**src/pkg/i2cse_consts.svh**
```systemverilog
// constants of the two-wire slave engine: bit slots, codes, reset values
// assumes inclusion by bare name from the design files
`ifndef I2CSE_CONSTS_SVH
`define I2CSE_CONSTS_SVH

// bit slot counter: 8 data bits, then the acknowledge slot
`define I2CSE_BIT_ACK 4'h8
`define I2CSE_BIT_END 4'h9
`define I2CSE_CNT_RST 4'h0

// address codes
`define I2CSE_TEN_HDR 5'h1e
`define I2CSE_GC_ADDR 8'h00

// transmit fifo shape
`define I2CSE_FIFO_WIDTH 8
`define I2CSE_FIFO_DEPTH 32

// reset values
`define I2CSE_REL_RST 1'b1
`define I2CSE_BYTE_RST 8'h00

`endif

```
**src/pkg/i2cse_pkg.sv**
```systemverilog
// types shared by the two-wire slave engine
// assumes nothing beyond a SystemVerilog compiler
package i2cse_pkg;

  typedef enum logic [2:0] {
    st_idle,
    st_addr,
    st_addr2,
    st_rx,
    st_tx,
    st_wait
  } i2cse_state_t;

  typedef struct packed {
    logic module_enable;
    logic ten_bit_addr_select;
    logic rx_stretch_enable;
    logic accept_all_enable;
    logic general_call_enable;
  } i2cse_cfg_t;

  typedef struct packed {
    logic slave_event_flag;
    logic master_event_flag;
  } i2cse_evt_t;

endpackage

```
**src/design/i2cse_fifo.sv**
```systemverilog
// small synchronous fifo with valid/ready on both sides
// assumes one clock and an asynchronous active-high reset
`timescale 1ns/1ps
`default_nettype none
`include "i2cse_consts.svh"

module i2cse_fifo #(
  parameter int WIDTH = `I2CSE_FIFO_WIDTH,
  parameter int DEPTH = `I2CSE_FIFO_DEPTH
) (
  // clock and reset
  input wire logic core_clk,
  input wire logic rst,
  // filling side
  input wire logic in_valid,
  output logic in_ready,
  input wire logic [WIDTH-1:0] in_data,
  // draining side
  output logic out_valid,
  input wire logic out_ready,
  output logic [WIDTH-1:0] out_data
);
  localparam int AW = $clog2(DEPTH);
  localparam logic [AW:0] FULL = DEPTH[AW:0];

  logic [WIDTH-1:0] mem [DEPTH];
  logic [AW-1:0] wr_ptr;
  logic [AW-1:0] rd_ptr;
  logic [AW:0] count;
  logic [AW:0] next_count;
  logic push;
  logic pop;

  assign push = in_valid && in_ready;
  assign pop = out_valid && out_ready;
  assign out_data = mem[rd_ptr];

  always_comb begin
    next_count = count;
    if (push && !pop) next_count = count + 1'b1;
    else if (pop && !push) next_count = count - 1'b1;
  end

  always_ff @(posedge core_clk) begin
    if (push) mem[wr_ptr] <= in_data;
  end

  always_ff @(posedge core_clk or posedge rst) begin
    if (rst) begin
      wr_ptr <= '0;
      rd_ptr <= '0;
      count <= '0;
      in_ready <= 1'b1;
      out_valid <= 1'b0;
    end else begin
      if (push) wr_ptr <= wr_ptr + 1'b1;
      if (pop) rd_ptr <= rd_ptr + 1'b1;
      count <= next_count;
      in_ready <= next_count != FULL;
      out_valid <= next_count != '0;
    end
  end
endmodule // i2cse_fifo

`default_nettype wire

```
**src/design/i2cse_slave.sv**
```systemverilog
// slave engine of a two-wire serial bus: addressing, byte moves, stretching
// assumes pins sampled on core_clk (10 MHz); open-drain wire resolved outside
//
// Behaviour
// [RL1] 7-bit: bits 7..1 match address, bit0 direction
// [RL2] sample every bit on rising bus clock
// [RL3] address match: acknowledge, slave event, buffer untouched
// [RL4] read direction: ack, hold clock, shift byte out
// [RL5] transmit: slave event each ninth fall always
// [RL6] receive: load buffer if empty, ack unless overflow
// [RL7] buffer full: no ack, no load, still event
// [RL8] overflow set, buffer empty: load, no ack
// [RL9] 10-bit header byte match, clears full match
// [RL10] second byte matches low bits, sets full match
// [RL11] master rereads 10-bit slave via repeated start
// [RL12] transmit always stretches when buffer empty after ack
// [RL13] software may set release at any time
// [RL14] receive stretch on ninth fall if buffer full
// [RL15] 10-bit address phase stretches when enabled
// [RL16] release clear grabs clock only while low
// [RL17] stretch disabled: software clear of release ignored
// [RL18] separate slave and master event flags
// [RL19] accept-all enable skips address compare
// [RL20] general call recognised only when enabled
// [RL21] general call: load buffer, master event
// [RL22] idle waits for start only when enabled
// [RL23] ten-bit address register with width select
// [RL24] stop abandons transfer, returns to idle
`timescale 1ns/1ps
`default_nettype none
`include "i2cse_consts.svh"

module i2cse_slave (
  // clock and reset
  input wire logic core_clk,
  input wire logic rst,
  // bus pins
  input wire logic scl_in,
  output logic scl_out,
  output logic scl_oe,
  input wire logic sda_in,
  output logic sda_out,
  output logic sda_oe,
  // configuration
  input wire i2cse_pkg::i2cse_cfg_t cfg,
  input wire logic [9:0] slave_address_reg,
  // transmit data
  input wire logic [7:0] tx_data,
  input wire logic tx_valid,
  output logic tx_ready,
  output logic [7:0] tx_register,
  output logic tx_buffer_full,
  // receive data
  output logic [7:0] rx_buffer,
  output logic rx_buffer_full,
  input wire logic rx_read,
  output logic rx_overflow_flag,
  input wire logic ovf_clear,
  // clock release
  output logic clock_release,
  input wire logic rel_set,
  input wire logic rel_clear,
  // status and events
  output logic full_match_flag,
  output i2cse_pkg::i2cse_evt_t evt
);

  function automatic logic own7_hit(input logic [7:0] sh, input logic [9:0] a);
    return sh[7:1] == a[6:0];
  endfunction

  function automatic logic hdr10_hit(input logic [7:0] sh, input logic [9:0] a);
    return sh[7:3] == `I2CSE_TEN_HDR && sh[2:1] == a[9:8];
  endfunction

  i2cse_pkg::i2cse_state_t state;
  i2cse_pkg::i2cse_state_t pend_state;
  i2cse_pkg::i2cse_state_t d_state;
  logic scl_m, scl_s, scl_d;
  logic sda_m, sda_s, sda_d;
  logic [3:0] cnt;
  logic [7:0] rx_shift_reg;
  logic m_ack;
  logic pend_slv;
  logic pend_gc;
  logic rise, fall, start_det, stop_det, go, take8, take9;
  logic gc_hit, stretch_hw;
  logic d_ack, d_slv, d_gc, d_load, d_ovf, d_fm_set, d_fm_clr;
  logic fifo_valid;
  logic [7:0] fifo_data;
  logic pop;

  // pin synchronisers, third stage for edges
  always_ff @(posedge core_clk or posedge rst) begin
    if (rst) begin
      scl_m <= 1'b1;
      scl_s <= 1'b1;
      scl_d <= 1'b1;
      sda_m <= 1'b1;
      sda_s <= 1'b1;
      sda_d <= 1'b1;
    end else begin
      scl_m <= scl_in;
      scl_s <= scl_m;
      scl_d <= scl_s;
      sda_m <= sda_in;
      sda_s <= sda_m;
      sda_d <= sda_s;
    end
  end

  assign rise = scl_s && !scl_d;
  assign fall = !scl_s && scl_d;
  assign start_det = scl_s && scl_d && sda_d && !sda_s;
  assign stop_det = scl_s && scl_d && !sda_d && sda_s;
  assign go = cfg.module_enable && !stop_det && !start_det && state != i2cse_pkg::st_idle;
  assign take8 = go && fall && cnt == `I2CSE_BIT_ACK;
  assign take9 = go && fall && cnt == `I2CSE_BIT_END;
  assign gc_hit = cfg.general_call_enable && rx_shift_reg == `I2CSE_GC_ADDR; // see [RL20]

  // decision at the fall that opens the acknowledge slot
  always_comb begin
    d_state = i2cse_pkg::st_wait;
    d_ack = 1'b0;
    d_slv = 1'b0;
    d_gc = 1'b0;
    d_load = 1'b0;
    d_ovf = 1'b0;
    d_fm_set = 1'b0;
    d_fm_clr = 1'b0;
    case (state)
      i2cse_pkg::st_addr: begin
        if (gc_hit) begin
          d_ack = 1'b1;
          d_gc = 1'b1;
          d_load = 1'b1; // see [RL21]
          d_state = i2cse_pkg::st_rx;
        end else if (!cfg.ten_bit_addr_select) begin // see [RL23]
          if (cfg.accept_all_enable || own7_hit(rx_shift_reg, slave_address_reg)) begin // see [RL19]
            d_ack = 1'b1; // see [RL3]
            d_slv = 1'b1;
            d_state = rx_shift_reg[0] ? i2cse_pkg::st_tx : i2cse_pkg::st_rx; // see [RL1]
          end
        end else if (cfg.accept_all_enable || hdr10_hit(rx_shift_reg, slave_address_reg)) begin
          if (!rx_shift_reg[0]) begin
            d_ack = 1'b1; // see [RL9]
            d_slv = 1'b1;
            d_fm_clr = 1'b1;
            d_state = i2cse_pkg::st_addr2;
          end else if (full_match_flag) begin
            d_ack = 1'b1; // see [RL11]
            d_slv = 1'b1;
            d_state = i2cse_pkg::st_tx;
          end else begin
            d_fm_clr = 1'b1;
          end
        end else begin
          d_fm_clr = 1'b1;
        end
      end
      i2cse_pkg::st_addr2: begin
        if (cfg.accept_all_enable || rx_shift_reg == slave_address_reg[7:0]) begin
          d_ack = 1'b1; // see [RL10]
          d_slv = 1'b1;
          d_fm_set = 1'b1;
          d_state = i2cse_pkg::st_rx;
        end else begin
          d_fm_clr = 1'b1;
        end
      end
      i2cse_pkg::st_rx: begin
        d_slv = 1'b1; // see [RL7]
        d_state = i2cse_pkg::st_rx;
        if (!rx_buffer_full) begin
          d_load = 1'b1; // see [RL6]
          d_ack = !rx_overflow_flag; // see [RL8]
        end else begin
          d_ovf = 1'b1;
        end
      end
      i2cse_pkg::st_tx: begin
        d_slv = 1'b1; // see [RL5]
        d_state = i2cse_pkg::st_tx;
      end
      default: begin
        d_state = i2cse_pkg::st_wait;
      end
    endcase
  end

  // bit counting, shifting, acknowledge and data drive
  always_ff @(posedge core_clk or posedge rst) begin
    if (rst) begin
      state <= i2cse_pkg::st_idle;
      pend_state <= i2cse_pkg::st_idle;
      cnt <= `I2CSE_CNT_RST;
      rx_shift_reg <= `I2CSE_BYTE_RST;
      m_ack <= 1'b0;
      pend_slv <= 1'b0;
      pend_gc <= 1'b0;
      sda_oe <= 1'b0;
    end else if (!cfg.module_enable || stop_det) begin
      state <= i2cse_pkg::st_idle; // see [RL22] see [RL24]
      cnt <= `I2CSE_CNT_RST;
      sda_oe <= 1'b0;
    end else if (start_det) begin
      state <= i2cse_pkg::st_addr;
      cnt <= `I2CSE_CNT_RST;
      sda_oe <= 1'b0;
    end else if (state != i2cse_pkg::st_idle) begin
      if (rise && cnt != `I2CSE_BIT_END) cnt <= cnt + 4'h1;
      if (rise && cnt < `I2CSE_BIT_ACK) rx_shift_reg <= {rx_shift_reg[6:0], sda_s}; // see [RL2]
      if (rise && cnt == `I2CSE_BIT_ACK) m_ack <= !sda_s;
      if (take8) begin
        pend_state <= d_state;
        pend_slv <= d_slv;
        pend_gc <= d_gc;
        sda_oe <= d_ack;
      end else if (take9) begin
        cnt <= `I2CSE_CNT_RST;
        sda_oe <= 1'b0;
        if (state == i2cse_pkg::st_tx && !m_ack) state <= i2cse_pkg::st_wait;
        else state <= pend_state;
      end else if (state == i2cse_pkg::st_tx && cnt < `I2CSE_BIT_ACK && !scl_s) begin
        sda_oe <= !tx_register[~cnt[2:0]]; // see [RL4]
      end
    end
  end

  // receive buffer and overflow; set wins over software clear
  always_ff @(posedge core_clk or posedge rst) begin
    if (rst) begin
      rx_buffer <= `I2CSE_BYTE_RST;
      rx_buffer_full <= 1'b0;
      rx_overflow_flag <= 1'b0;
    end else begin
      if (take8 && d_load) rx_buffer <= rx_shift_reg; // see [RL6]
      if (take8 && d_load) rx_buffer_full <= 1'b1;
      else if (rx_read) rx_buffer_full <= 1'b0;
      if (take8 && d_ovf) rx_overflow_flag <= 1'b1; // see [RL7]
      else if (ovf_clear) rx_overflow_flag <= 1'b0;
    end
  end

  // transmit register, fed from the fifo
  assign pop = fifo_valid && !tx_buffer_full;

  i2cse_fifo #(
    .WIDTH(`I2CSE_FIFO_WIDTH),
    .DEPTH(`I2CSE_FIFO_DEPTH)
  ) u_txq (
    .core_clk(core_clk),
    .rst(rst),
    .in_valid(tx_valid),
    .in_ready(tx_ready),
    .in_data(tx_data),
    .out_valid(fifo_valid),
    .out_ready(!tx_buffer_full),
    .out_data(fifo_data)
  );

  always_ff @(posedge core_clk or posedge rst) begin
    if (rst) begin
      tx_register <= `I2CSE_BYTE_RST;
      tx_buffer_full <= 1'b0;
    end else if (pop) begin
      tx_register <= fifo_data;
      tx_buffer_full <= 1'b1;
    end else if (take8 && state == i2cse_pkg::st_tx) begin
      tx_buffer_full <= 1'b0;
    end
  end

  // automatic stretch on the ninth falling edge
  assign stretch_hw = take9 && (
    (pend_state == i2cse_pkg::st_tx && state != i2cse_pkg::st_tx) ||
    (state == i2cse_pkg::st_tx && m_ack && !tx_buffer_full) ||
    (cfg.rx_stretch_enable && state == i2cse_pkg::st_rx && rx_buffer_full) ||
    (cfg.rx_stretch_enable && cfg.ten_bit_addr_select &&
     (state == i2cse_pkg::st_addr || state == i2cse_pkg::st_addr2) &&
     pend_state != i2cse_pkg::st_wait)); // see [RL12] see [RL14] see [RL15]

  // clock release and clock hold
  always_ff @(posedge core_clk or posedge rst) begin
    if (rst) begin
      clock_release <= `I2CSE_REL_RST;
      scl_oe <= 1'b0;
    end else begin
      if (rel_set) clock_release <= 1'b1; // see [RL13]
      else if (stretch_hw || (rel_clear && cfg.rx_stretch_enable)) clock_release <= 1'b0; // see [RL17]
      if (clock_release) scl_oe <= 1'b0;
      else if (!scl_s) scl_oe <= 1'b1; // see [RL16]
    end
  end

  // full match flag
  always_ff @(posedge core_clk or posedge rst) begin
    if (rst) full_match_flag <= 1'b0;
    else if (take8 && d_fm_set) full_match_flag <= 1'b1; // see [RL10]
    else if (take8 && d_fm_clr) full_match_flag <= 1'b0; // see [RL9]
  end

  // one-cycle event pulses on the ninth falling edge
  always_ff @(posedge core_clk or posedge rst) begin
    if (rst) begin
      evt <= '0;
    end else begin
      evt.slave_event_flag <= take9 && pend_slv; // see [RL18]
      evt.master_event_flag <= take9 && pend_gc; // see [RL21]
    end
  end

  // open-drain pins only ever pull low
  always_ff @(posedge core_clk or posedge rst) begin
    if (rst) begin
      scl_out <= 1'b0;
      sda_out <= 1'b0;
    end else begin
      scl_out <= 1'b0;
      sda_out <= 1'b0;
    end
  end
endmodule // i2cse_slave

`default_nettype wire

```
**config.mk**
```make
export PLATFORM = sky130hd
export DESIGN_NAME = i2cse_slave
export DESIGN_NICKNAME = d
export VERILOG_FILES = /design/src/pkg/i2cse_pkg.sv /design/src/design/i2cse_fifo.sv /design/src/design/i2cse_slave.sv
export VERILOG_INCLUDE_DIRS = /design/src /design/src/pkg
export SDC_FILE = /design/constraint.sdc
export NUM_CORES = 1
export LEC_CHECK = 0
export ABC_AREA = 0
export BUFFER_PORTS_ARGS = -buffer_cell sky130_fd_sc_hd__buf_2
export CAP_MARGIN = 40
export CORE_ASPECT_RATIO = 1.5
export CORE_UTILIZATION = 55
export DETAILED_ROUTE_END_ITERATION = 16
export GPL_TIMING_DRIVEN = 0
export PLACE_DENSITY = 0.72
export SKIP_CTS_REPAIR_TIMING = 1
export SYNTH_ARGS = -nofsm -noshare
export SYNTH_HDL_FRONTEND = slang
export SYNTH_HIERARCHICAL = 1
export SYNTH_SLANG_ARGS = --single-unit
export TNS_END_PERCENT = 100
```
**constraint.sdc**
```tcl
create_clock -name core_clk -period 5.4 [get_ports core_clk]
set_clock_uncertainty 0.15 [all_clocks]
set_input_delay 1.08 -clock core_clk [delete_from_list [all_inputs] [get_ports core_clk]]
set_output_delay 1.08 -clock core_clk [all_outputs]
set_load 0.05 [all_outputs]
```
# Yosys cells after proc, flatten, opt, wreduce, memory -nomap -nowiden
# Memories as Yosys holds them, arrays and structs flattened. A register that Yosys moved wholly into a read port is not among the register bits.
# Cells that the tools add are included.
dict set report totals {
  n_memories 1
  ram_bits 256
  ff_bits 62
  input_bits 32
  output_inout_bits 28
  latch_bits 0
  rom_bits 0
}
# name words word_bits read_ports rd_ports_with_merged_regs write_ports line_no
set memory_table {}
lappend memory_table {u_txq.mem 32 8 1 1 1 i2cse_fifo.sv:26} ;# logic [WIDTH-1:0] mem [DEPTH];
dict set report op_classes {
  n_mux 70
  magnitude_cmp 2
  n_bitwise 3
  shift 0
  n_addsub 5
  n_mul 0
  n_reduce_logical 81
  div_mod_pow 0
  eq_ne 17
}
# operator n
set ops {}
lappend ops {{1-bit two-way mux} 43}
lappend ops {{1-bit logical AND} 42}
lappend ops {{3-bit two-way mux} 13}
lappend ops {{4-bit two-way mux} 6}
lappend ops {{1-bit zero test} 13}
lappend ops {{6-bit two-way mux} 2}
lappend ops {{3-bit case mux with 4 select lines} 1}
lappend ops {{4-bit AND reduction} 3}
lappend ops {{5-bit by 1-bit adder with 5-bit output (second input constant)} 2}
lappend ops {{2-bit nonzero test} 5}
lappend ops {{1-bit logical OR} 9}
lappend ops {{3-bit nonzero test} 3}
lappend ops {{4-bit equality test (second input constant)} 2}
lappend ops {{8-bit equality test} 1}
lappend ops {{8-bit zero test} 1}
lappend ops {{7-bit equality test} 1}
lappend ops {{6-bit by 1-bit adder with 6-bit output (second input constant)} 1}
lappend ops {{3-bit by 2-bit equality test with 1-bit output (second input constant)} 2}
lappend ops {{3-bit equality test (second input constant)} 2}
lappend ops {{3-bit inequality test (second input constant)} 2}
lappend ops {{6-bit inequality test (second input constant)} 1}
lappend ops {{1-bit case mux with 3 select lines} 2}
lappend ops {{6-bit nonzero test} 1}
lappend ops {{6-bit by 1-bit subtractor with 6-bit output (second input constant)} 1}
lappend ops {{17 further kinds} 19}

# Longest topological paths before layout
# Gate-level depths: netlist of run 1.
dict set report depth {
  depth_word 14
  ltp_mapped 8
  ltp_nobuf 7
}

# Modules after synthesis
# Netlist of run 1, hierarchy kept.
# module cells_each area_per_inst_um2 n_inst
set by_module_without_submodules {}
lappend by_module_without_submodules {i2cse_fifo 670 11029.3 1}
lappend by_module_without_submodules {i2cse_slave 248 2817.7 1}

# Least setup slack after synthesis of run 1
# OpenSTA, ideal clock, no wires.
dict set report synth_path {
  kind {input -> register}
  from {input port tx_valid}
  to {memory u_txq/mem[11][0] in the netlist's numbering (enable)}
  path_buffers 1
  setup_ps 370
  stages 4
  slack_ps 2848
  t_arrival_ps 2032
  required_ps 4880
  cell_sequence {and2_1 -> buf_2 -> nand2_1 -> nor2_1}
}
dict set report synth_between {
  elab_chain_len 3
}
# item line_no
set synth_rtl {}
lappend synth_rtl {{start, declared} i2cse_slave.sv:49} ;# input wire logic tx_valid,
lappend synth_rtl {{1-bit logical AND} i2cse_fifo.sv:34} ;# assign push = in_valid && in_ready;
lappend synth_rtl {{1-bit two-way mux} i2cse_fifo.sv:45} ;# if (push) mem[wr_ptr] <= in_data;
lappend synth_rtl {{1-bit two-way mux (not written as such)} i2cse_fifo.sv:45}
lappend synth_rtl {{end, declared} i2cse_fifo.sv:26}
# Every way passes these cells.

==> results of run 1 <==
power by group:
group | internal, mW | switching (mW) | leakage [nW] | total (mW)
registers | 2.89 | 0.0751 | 3.19 | 2.97
clock network | 1.17 | 0.858 | 0.464 | 2.03
logic | 0.153 | 0.374 | 1.66 | 0.527
total | 4.22 | 1.31 | 5.31 | 5.53
per-stage QoR:
| step | hold slack [ns] | utilization | power [mW] | cell area, µm² |
|---|---|---|---|---|
| final | 0.2066 | 0.6322 | 5.525 | 15500 |
| after global routing | 0.2110 | 0.6322 | 5.710 | 15500 |
| after CTS | 0.2073 | 0.6322 | 5.549 | 15500 |
| after detailed placement | 0.1973 | 0.5938 | 3.541 | 14560 |
| after global placement | 0.1967 | 0.5930 | 3.520 | 14540 |
| after floorplan | 0.1952 | - | 3.338 | 13850 |
synth_stat cells, types with 14 or more instances:
| library cell | instances |
|---|---|
| edfxtp_1 | 256 |
| mux2i_1 | 124 |
| dfrtp_1 | 62 |
| nor2_1 | 52 |
| a22oi_1 | 41 |
| nand2_1 | 38 |
| nand3_1 | 35 |
| xnor2_1 | 27 |
| inv_1 | 20 |
| a31oi_1 | 16 |
| buf_2 | 16 |
| buf_4 | 16 |
| mux2_2 | 16 |
| a21oi_1 | 14 |
| o21ai_0 | 14 |
worst max-delay path, delay by kind of cell, from the launching register on:
kind | cells | cell delay (ns)
buffers and inverters | 1 | 0.54
DFF | 1 | 0.49
AOI/OAI and AO/OA | 2 | 0.80
and+or+nand+nor | 2 | 0.72
muxes | 1 | 0.30
worst paths after layout:
kind | to | slack, ns | cells past startpoint
max | tx_register[1]$_DFFE_PP0P_ | 2.30 | 6
min | sda_s$_DFF_PP1_ | 0.21 | 0
max reg2reg | tx_register[1]$_DFFE_PP0P_ | 2.30 | 6
min reg2reg | sda_s$_DFF_PP1_ | 0.21 | 0
max in group asynchronous | u_txq/wr_ptr[3]$_DFFE_PP0P_ | 4.01 | 2
min in group asynchronous | evt[0]$_DFF_PP0_ | 0.42 | 2
logic make-up (layout without fill, tap and decap cells):
| kind of cell | after synthesis | in the layout | share of synthesized area |
|---|---|---|---|
| other cells | 1 | 2 | 0.0002708 |
| simple gates | 200 | 200 | 0.07744 |
| xor+xnor | 35 | 35 | 0.02268 |
| mux | 151 | 151 | 0.1157 |
| fa+ha+maj | 10 | 10 | 0.009036 |
| compound gates | 128 | 128 | 0.06723 |
| flops | 326 | 326 | 0.6824 |
| buf+inv | 67 | 178 | 0.02530 |
routing by layer:
| metal | vias to the layer above | share of wire |
|---|---|---|
| met1 | 4090 | 0.36 |
| li1 | 3674 | - |
| met5 | - | 0 |
| met2 | 312 | 0.54 |
| met4 | 0 | 0.044 |
| met3 | 76 | 0.061 |
area by class of cell:
class / instances / area (µm²)
plain buffers: 47 / 275.3
clock buffers: 44 / 843.3
clock inverters: 9 / 100.1
fillers: 1830 / 9019
inverters: 20 / 75.07
multi-input cells: 526 / 4051
flip-flops and latches: 326 / 9449
well taps: 324 / 405.4
repair buffers: 58 / 305.3
==> impl_metrics.py, run 1 <==
metrics = {
    "status": {
        "status": "finished, final reports clean",
    },
    "global_routing": {
        "grt_pass1_vias": 8474,
        "grt_pass1_wl_mm": 47.95,
        "use_met3": 0.03498,
        "grt_max_degree": 33,
        "grt_usage": 0.2470,
        "grt_busiest_layer": "met2",
        "gr-total-overflow": 0,
        "antenna_found_initial": 0,
        "groute.layer.met2.usage": 0.4564,
        "met1_usage": 0.2803,
    },
    "placed_design": {
        "dpl.hpwl_mm": 21.32,
        "placed_cells_incl_taps": 1301,
        "gp_congestion": 0.8597,
        "place_ws_ns": 2.034,
        "portBuffers": 57,
    },
    "setup_path": {
        "end_kind": "register",
        "crit_required_ns": 5.67,
        "worstSetupPathType": "reg -> reg",
        "worst_path_max_delay_cell": "clkbuf_1",
        "crit_chain": "nor2b_1 -> clkbuf_1 -> a2111oi_0 -> a31oi_1 -> nand3_1 -> mux2_2",
        "r2r_start": "u_txq/rd_ptr[0]$_DFFE_PP0P_",
        "start_kind": "register",
        "crit_fanout": 10,
        "crit_arrival_ns": 3.37,
        "critical_path.max_stage_delay_ns": 0.54,
        "cp-startpoint": "u_txq/rd_ptr[0]$_DFFE_PP0P_",
    },
    "die": {
        "fp.dieW_um": 131.6,
        "initial_core_util": 0.5646,
        "core-area_um2": 24520,
        "rows": 70,
        "die_area_um2": 25830,
        "ioPinCount": 60,
        "die_h_um": 196.3,
    },
    "synth": {
        "synth-edff-count": 256,
        "async_reset_ff_frac": 0.2147,
        "yosysTopAreaCell": "edfxtp_1",
        "synth_top_cell_area_share": 0.5552,
        "yosys-top-cells-area": "edfxtp_1 (56%), dfrtp_1 (11%), mux2i_1 (9.0%)",
        "postSynthCellCount": 918,
        "synth_flop_cell": "edfxtp_1",
        "synth_seq_cells": 326,
        "yosys_warnings": 6,
        "seq_area_frac_synth": 0.6824,
        "syn_area_per_cell_um2": 15.08,
        "ys_types": 73,
        "syn-cell-area_um2": 13850,
    },
    "cells_and_area": {
        "regMostFlops": "u_txq/mem",
        "final_cell_mix": "edfxtp_1 (256), mux2i_1 (124), buf_2 (73), dfrtp_1 (62), nor2_1 (52)",
        "final_common_cell": "edfxtp_1",
        "insertedDiodeCount": 0,
        "fin_nets": 1050,
        "drive_above_1_share": 0.1845,
        "fin_cells": 1354,
        "area_growth_pct": 11.97,
        "largest_register_ffs": 256,
    },
    "timing": {
        "drv_slew": 0,
        "min_period_ns": 3.100,
        "setup_viol": 0,
        "fin_crit_sh": 0.5740,
        "rsz0062_at_grt": "no",
        "tns_ns": 0,
        "worst_slack_ns": 2.300,
        "hold_violations": 0,
        "fmax_mhz": 322.6,
        "slew_headroom": 0.4099,
        "tightest_slew_ns": 0.8629,
    },
    "routing": {
        "firstDrtPassIters": 5,
        "drt_iter0_drc": 620,
        "drt_wl_total_mm": 31.08,
        "route.detailed.drc": 0,
        "via_per_inst": 6.021,
        "detail-route-antenna-nets": 0,
        "vias": 8152,
        "wl_per_cell_um": 22.95,
    },
    "job": {
        "max-cap-violations": 0,
    },
    "clocking": {
        "numCtsBuffers": 29,
        "cts_tree": "done",
        "root_buffer": "clkbuf_16",
        "clockBufferDepth": 3,
        "path_clk_slew_ns": 0.07,
        "h-tree-depth": 1,
        "cts_sinks": 326,
        "clk_latency_ns": 0.54,
    },
    "power": {
        "power_leakage_nw": 5.311,
        "peakVddDrop_mv": 0.2957,
        "power_density_nw_per_um2": 356.4,
    },
    "min_path": {
        "worstHoldStart": "sda_m$_DFF_PP1_",
        "hold_path.class": "reg -> reg",
    },
}
(Power assumes the default switching activity.)
==> run 2, diff against run 1 <==
Clock period 5.4 ns to 3.15 ns, I/O delays scaled along.
==> impl_metrics.py, run 2 (synthesis results as in run 1) <==
metrics = {
    "die": {
        "die_area_um2": 25830,
        "fp.dieW_um": 131.6,
        "initial_core_util": 0.5646,
        "core-area_um2": 24520,
        "die_h_um": 196.3,
        "ioPinCount": 60,
        "rows": 70,
    },
    "cells_and_area": {
        "seq_area_um2": 9449,
        "insertedDiodeCount": 0,
        "largest_register_ffs": 256,
        "final_cell_mix": "edfxtp_1 (256), mux2i_1 (124), buf_2 (73), dfrtp_1 (62), nor2_1 (52)",
        "fin_nets": 1051,
        "drive_above_1_share": 0.1843,
        "fillers": 1829,
        "regMostFlops": "u_txq/mem",
        "multi_input_area_um2": 4051,
        "area_growth_pct": 12.04,
        "fin_cells": 1355,
        "final_common_cell": "edfxtp_1",
    },
    "status": {
        "status": "finished, final reports clean",
    },
    "min_path": {
        "whs_endpoint": "scl_m$_DFF_PP1_",
        "worstHoldStart": "scl_in",
        "hold_path.class": "in -> reg",
        "min_path_cells": 1,
    },
    "setup_path": {
        "crit_required_ns": 3.42,
        "start_kind": "register",
        "r2r_start": "u_txq/rd_ptr[0]$_DFFE_PP0P_",
        "worstSetupPathType": "reg -> reg",
        "reg2reg_to": "tx_register[4]$_DFFE_PP0P_",
        "crit_fanout": 10,
        "crit_arrival_ns": 3.40,
        "rrSetupSlack_ns": 0.03,
        "ff2ff_path_depth": 6,
        "end_kind": "register",
    },
    "routing": {
        "vias": 8179,
        "via_per_inst": 6.036,
        "drt_iter0_drc": 593,
        "detail-route-antenna-nets": 0,
        "wl_per_cell_um": 23.02,
        "drt_wl_total_mm": 31.19,
        "firstDrtPassIters": 5,
        "route.detailed.drc": 0,
    },
    "clocking": {
        "clockBufferDepth": 3,
        "h-tree-depth": 1,
        "cts_tree": "done",
        "clk_latency_ns": 0.54,
        "path_clk_slew_ns": 0.07,
        "root_buffer": "clkbuf_16",
        "numCtsBuffers": 29,
        "cts_sinks": 326,
    },
    "timing": {
        "drv_slew": 0,
        "slew_headroom": 0.4133,
        "tightest_slew_ns": 0.8579,
        "fmax_mhz": 320.1,
        "setup_viol": 0,
        "rsz0062_at_grt": "no",
        "hold_violations": 0,
        "fin_crit_sh": 0.9919,
        "min_period_ns": 3.124,
        "tns_ns": 0,
    },
    "job": {
        "max-cap-violations": 0,
    },
    "placed_design": {
        "gp_congestion": 0.8597,
        "dpl.hpwl_mm": 21.32,
        "placed_cells_incl_taps": 1301,
        "portBuffers": 57,
    },
    "global_routing": {
        "gr-total-overflow": 0,
        "grt_usage": 0.2470,
        "grt_pass1_vias": 8474,
        "antenna_found_initial": 0,
        "grt_pass1_wl_mm": 47.95,
        "grt_max_degree": 33,
    },
    "power": {
        "peakVddDrop_mv": 0.5075,
        "power_leakage_nw": 5.315,
        "power_density_nw_per_um2": 611.0,
    },
}
run 2: worst max-delay path by stage:
| stage | endpoint | depth (start not counted) | startpoint | slack [ns] |
|---|---|---|---|---|
| after CTS | tx_register[2]$_DFFE_PP0P_ | 6 | u_txq/rd_ptr[0]$_DFFE_PP0P_ | 0.09 |
| after global placement | tx_register[2]$_DFFE_PP0P_ | 6 | u_txq/rd_ptr[0]$_DFFE_PP0P_ | 0.17 |
| after floorplan | u_txq/mem[11][0]$_DFFE_PP_ | 4 | u_txq/in_ready$_DFF_PP1_ | 0.92 |
| after detailed placement | tx_register[2]$_DFFE_PP0P_ | 6 | u_txq/rd_ptr[0]$_DFFE_PP0P_ | 0.12 |
| after global routing | tx_register[2]$_DFFE_PP0P_ | 6 | u_txq/rd_ptr[0]$_DFFE_PP0P_ | 0.03 |
| final | tx_register[4]$_DFFE_PP0P_ | 6 | u_txq/rd_ptr[0]$_DFFE_PP0P_ | 0.03 |
run 2: layout make-up:
cell class	count	area share
clock buffer	44	0.05435
tap	324	0.02613
sequential	326	0.6090
multi-input combinational	526	0.2611
buffer	47	0.01774
timing repair buffer	59	0.02032
clock inverter	9	0.006452
inverter	20	0.004839
run 2: layer usage:
layer | global-route usage | vias to the layer above | part of all wire
li1 | - | 3675 | -
met1 | 0.2803 | 4100 | 0.36
met2 | 0.4564 | 327 | 0.54
met3 | 0.03498 | 77 | 0.057
met4 | 0.1167 | 0 | 0.042
met5 | 0 | - | 0
run 2: through the flow:
stage	power (mW)	util	hold slack [ns]	worst slack, ns	cell area (µm²)
floorplan	5.722	-	0.1952	0.9223	13850
global placement	6.035	0.5930	0.1967	0.1702	14540
detailed placement	6.070	0.5938	0.1973	0.1161	14560
CTS	9.513	0.6322	-0.03211	0.09500	15500
global route	9.790	0.6327	0.01454	0.03172	15510
finish	9.479	0.6327	0.03450	0.02552	15510
run 2: worst max-delay path, cell delays in order (launching register included):
cell and delay [ns]:
dfrtp_1 0.50, nor2b_1 0.53, clkbuf_1 0.54, a2111oi_0 0.29
a31oi_1 0.49, nand3_1 0.19, mux2_2 0.31
run 2: where the power goes:
part	internal (mW)	total, mW	switching, mW
logic	0.263	0.908	0.645
registers	4.96	5.09	0.129
clock network	2.01	3.48	1.47
total	7.23	9.48	2.25
==> run 3, diff against run 2 <==
Settings changed: REMOVE_ABC_BUFFERS set to 1.
==> impl_metrics.py, run 3 (synthesis results as in run 1) <==
metrics = {
    "timing": {
        "setup_viol": 0,
        "min_period_ns": 3.033,
        "tightest_slew_ns": 0.9289,
        "hold_violations": 0,
        "fin_crit_sh": 0.9629,
        "rsz0062_at_grt": "no",
        "drv_slew": 0,
        "fmax_mhz": 329.7,
        "slew_headroom": 0.3785,
    },
    "setup_path": {
        "rrSetupSlack_ns": 0.12,
        "ff2ff_path_depth": 8,
        "crit_arrival_ns": 3.37,
        "crit_fanout": 38,
        "end_kind": "register",
        "start_kind": "register",
        "worstSetupPathType": "reg -> reg",
        "crit_required_ns": 3.48,
        "r2r_start": "u_txq/rd_ptr[1]$_DFFE_PP0P_",
        "reg2reg_to": "tx_register[0]$_DFFE_PP0P_",
    },
    "global_routing": {
        "grt_max_degree": 39,
        "grt_pass1_wl_mm": 44.44,
        "grt_pass1_vias": 8128,
        "gr-total-overflow": 0,
        "grt_usage": 0.2279,
        "antenna_found_initial": 0,
    },
    "placed_design": {
        "placed_cells_incl_taps": 1262,
        "portBuffers": 57,
        "placed_area_um2": 14450,
        "gp_congestion": 0.8767,
        "dpl.hpwl_mm": 19.03,
    },
    "clocking": {
        "root_buffer": "clkbuf_16",
        "numCtsBuffers": 29,
        "clk_latency_ns": 0.55,
        "cts_sinks": 326,
        "clockBufferDepth": 3,
        "h-tree-depth": 1,
        "path_clk_slew_ns": 0.07,
        "cts_tree": "done",
    },
    "power": {
        "net-switching-power_mw": 2.229,
        "switching_share": 0.2317,
        "pwr-share-seq": 0.536,
        "comb_power_share": 0.081,
        "power_leakage_nw": 5.223,
        "power_density_nw_per_um2": 622.0,
        "p_clk_frac": 0.383,
        "peakVddDrop_mv": 0.4922,
        "p_int_mw": 7.392,
    },
    "routing": {
        "vias": 7876,
        "route.detailed.drc": 0,
        "detail-route-antenna-nets": 0,
        "drt_wl_total_mm": 28.76,
        "wl_per_cell_um": 21.84,
        "firstDrtPassIters": 5,
        "drt_iter0_drc": 531,
        "via_per_inst": 5.980,
    },
    "die": {
        "fp.dieW_um": 131.6,
        "die_area_um2": 25830,
        "initial_core_util": 0.5646,
        "die_h_um": 196.3,
        "core-area_um2": 24520,
        "rows": 70,
        "ioPinCount": 60,
    },
    "status": {
        "status": "finished, final reports clean",
    },
    "cells_and_area": {
        "fin_area_um2": 15470,
        "largest_register_ffs": 256,
        "regMostFlops": "u_txq/mem",
        "drive_above_1_share": 0.1682,
        "fin_cells": 1317,
        "final_common_cell": "edfxtp_1",
        "fin_nets": 1012,
        "insertedDiodeCount": 0,
        "area_growth_pct": 11.71,
        "final_cell_mix": "edfxtp_1 (256), mux2i_1 (124), dfrtp_1 (61), buf_2 (57), nor2_1 (51)",
    },
    "min_path": {
        "worstHoldStart": "sda_in",
        "whs_endpoint": "sda_m$_DFF_PP1_",
        "hold_path.class": "in -> reg",
        "min_path_cells": 1,
    },
    "job": {
        "max-cap-violations": 0,
    },
}
[run 3: cell count changes in the layout (fill, tap and decap cells not counted), sizes merged]
cell | previous run | this run
clkinv | 5 | 15
clkbuf | 56 | 32
buf | 93 | 66
inv | 20 | 21
bufinv | 2 | 6
clkinvlp | 2 | 0
[run 3: routing by layer]
| metal | track usage | up-vias | routed length, µm |
|---|---|---|---|
| met2 | 0.4425 | 265 | 16070 |
| met5 | 0 | - | 0 |
| met4 | 0.09561 | 0 | 1116 |
| li1 | - | 3592 | - |
| met1 | 0.2479 | 3950 | 10080 |
| met3 | 0.02701 | 69 | 1494 |
[run 3: final cells by class]
| class | instances | area, µm² |
|---|---|---|
| sequential | 326 | 9453 |
| fill | 1815 | 9055 |
| multi-input combinational | 526 | 4076 |
| clock buffer | 32 | 737.0 |
| timing repair buffer | 67 | 452.9 |
| tap | 324 | 405.4 |
| clock inverter | 22 | 269.0 |
| inverter | 20 | 75.07 |
[run 3: worst max-delay path by stage]
stage | startpoint | to | slack, ns
floorplan | u_txq/rd_ptr[1]$_DFFE_PP0P_ | tx_register[0]$_DFFE_PP0P_ | -2.35
global placement | u_txq/rd_ptr[1]$_DFFE_PP0P_ | tx_register[3]$_DFFE_PP0P_ | -4.36
detailed placement | u_txq/rd_ptr[1]$_DFFE_PP0P_ | tx_register[2]$_DFFE_PP0P_ | 0.08
CTS | u_txq/rd_ptr[1]$_DFFE_PP0P_ | tx_register[2]$_DFFE_PP0P_ | 0.03
global route | u_txq/rd_ptr[1]$_DFFE_PP0P_ | tx_register[0]$_DFFE_PP0P_ | 0.006
finish | u_txq/rd_ptr[1]$_DFFE_PP0P_ | tx_register[0]$_DFFE_PP0P_ | 0.12
[run 3: metrics by stage]
| step | total power [mW] | worst slack (ns) | utilization | TNS (ns) | hold slack [ns] |
|---|---|---|---|---|---|
| 2_1_floorplan | 5.704 | -2.346 | - | -26.40 | 0.1952 |
| 3_3_place_gp | 5.986 | -4.357 | 0.5817 | -46.53 | 0.1959 |
| 3_5_place_dp | 6.027 | 0.08076 | 0.5892 | 0 | 0.1969 |
| 4_1_cts | 9.688 | 0.02678 | 0.6303 | 0 | -0.04293 |
| 5_1_grt | 9.975 | 0.005935 | 0.6308 | 0 | 0.008513 |
| 6_report | 9.622 | 0.1168 | 0.6308 | 0 | 0.02921 |
[run 3: power groups by stage]
stage / combinational, mW / sequential (mW) / clock [mW]
2_1_floorplan: 0.515 / 5.19 / 0
3_3_place_gp: 0.752 / 5.23 / 0
3_5_place_dp: 0.781 / 5.25 / 0
4_1_cts: 0.783 / 5.16 / 3.75
5_1_grt: 0.870 / 5.18 / 3.92
6_report: 0.777 / 5.16 / 3.68
[run 3: worst max-delay path: stages, from the launching register on]
cell	delay, ns
dfrtp_4	0.80
buf_16	0.30
buf_12	0.28
mux2i_1	0.12
a22o_1	0.21
a2111oi_0	0.58
a31oi_1	0.20
nand3_1	0.13
mux2_2	0.15
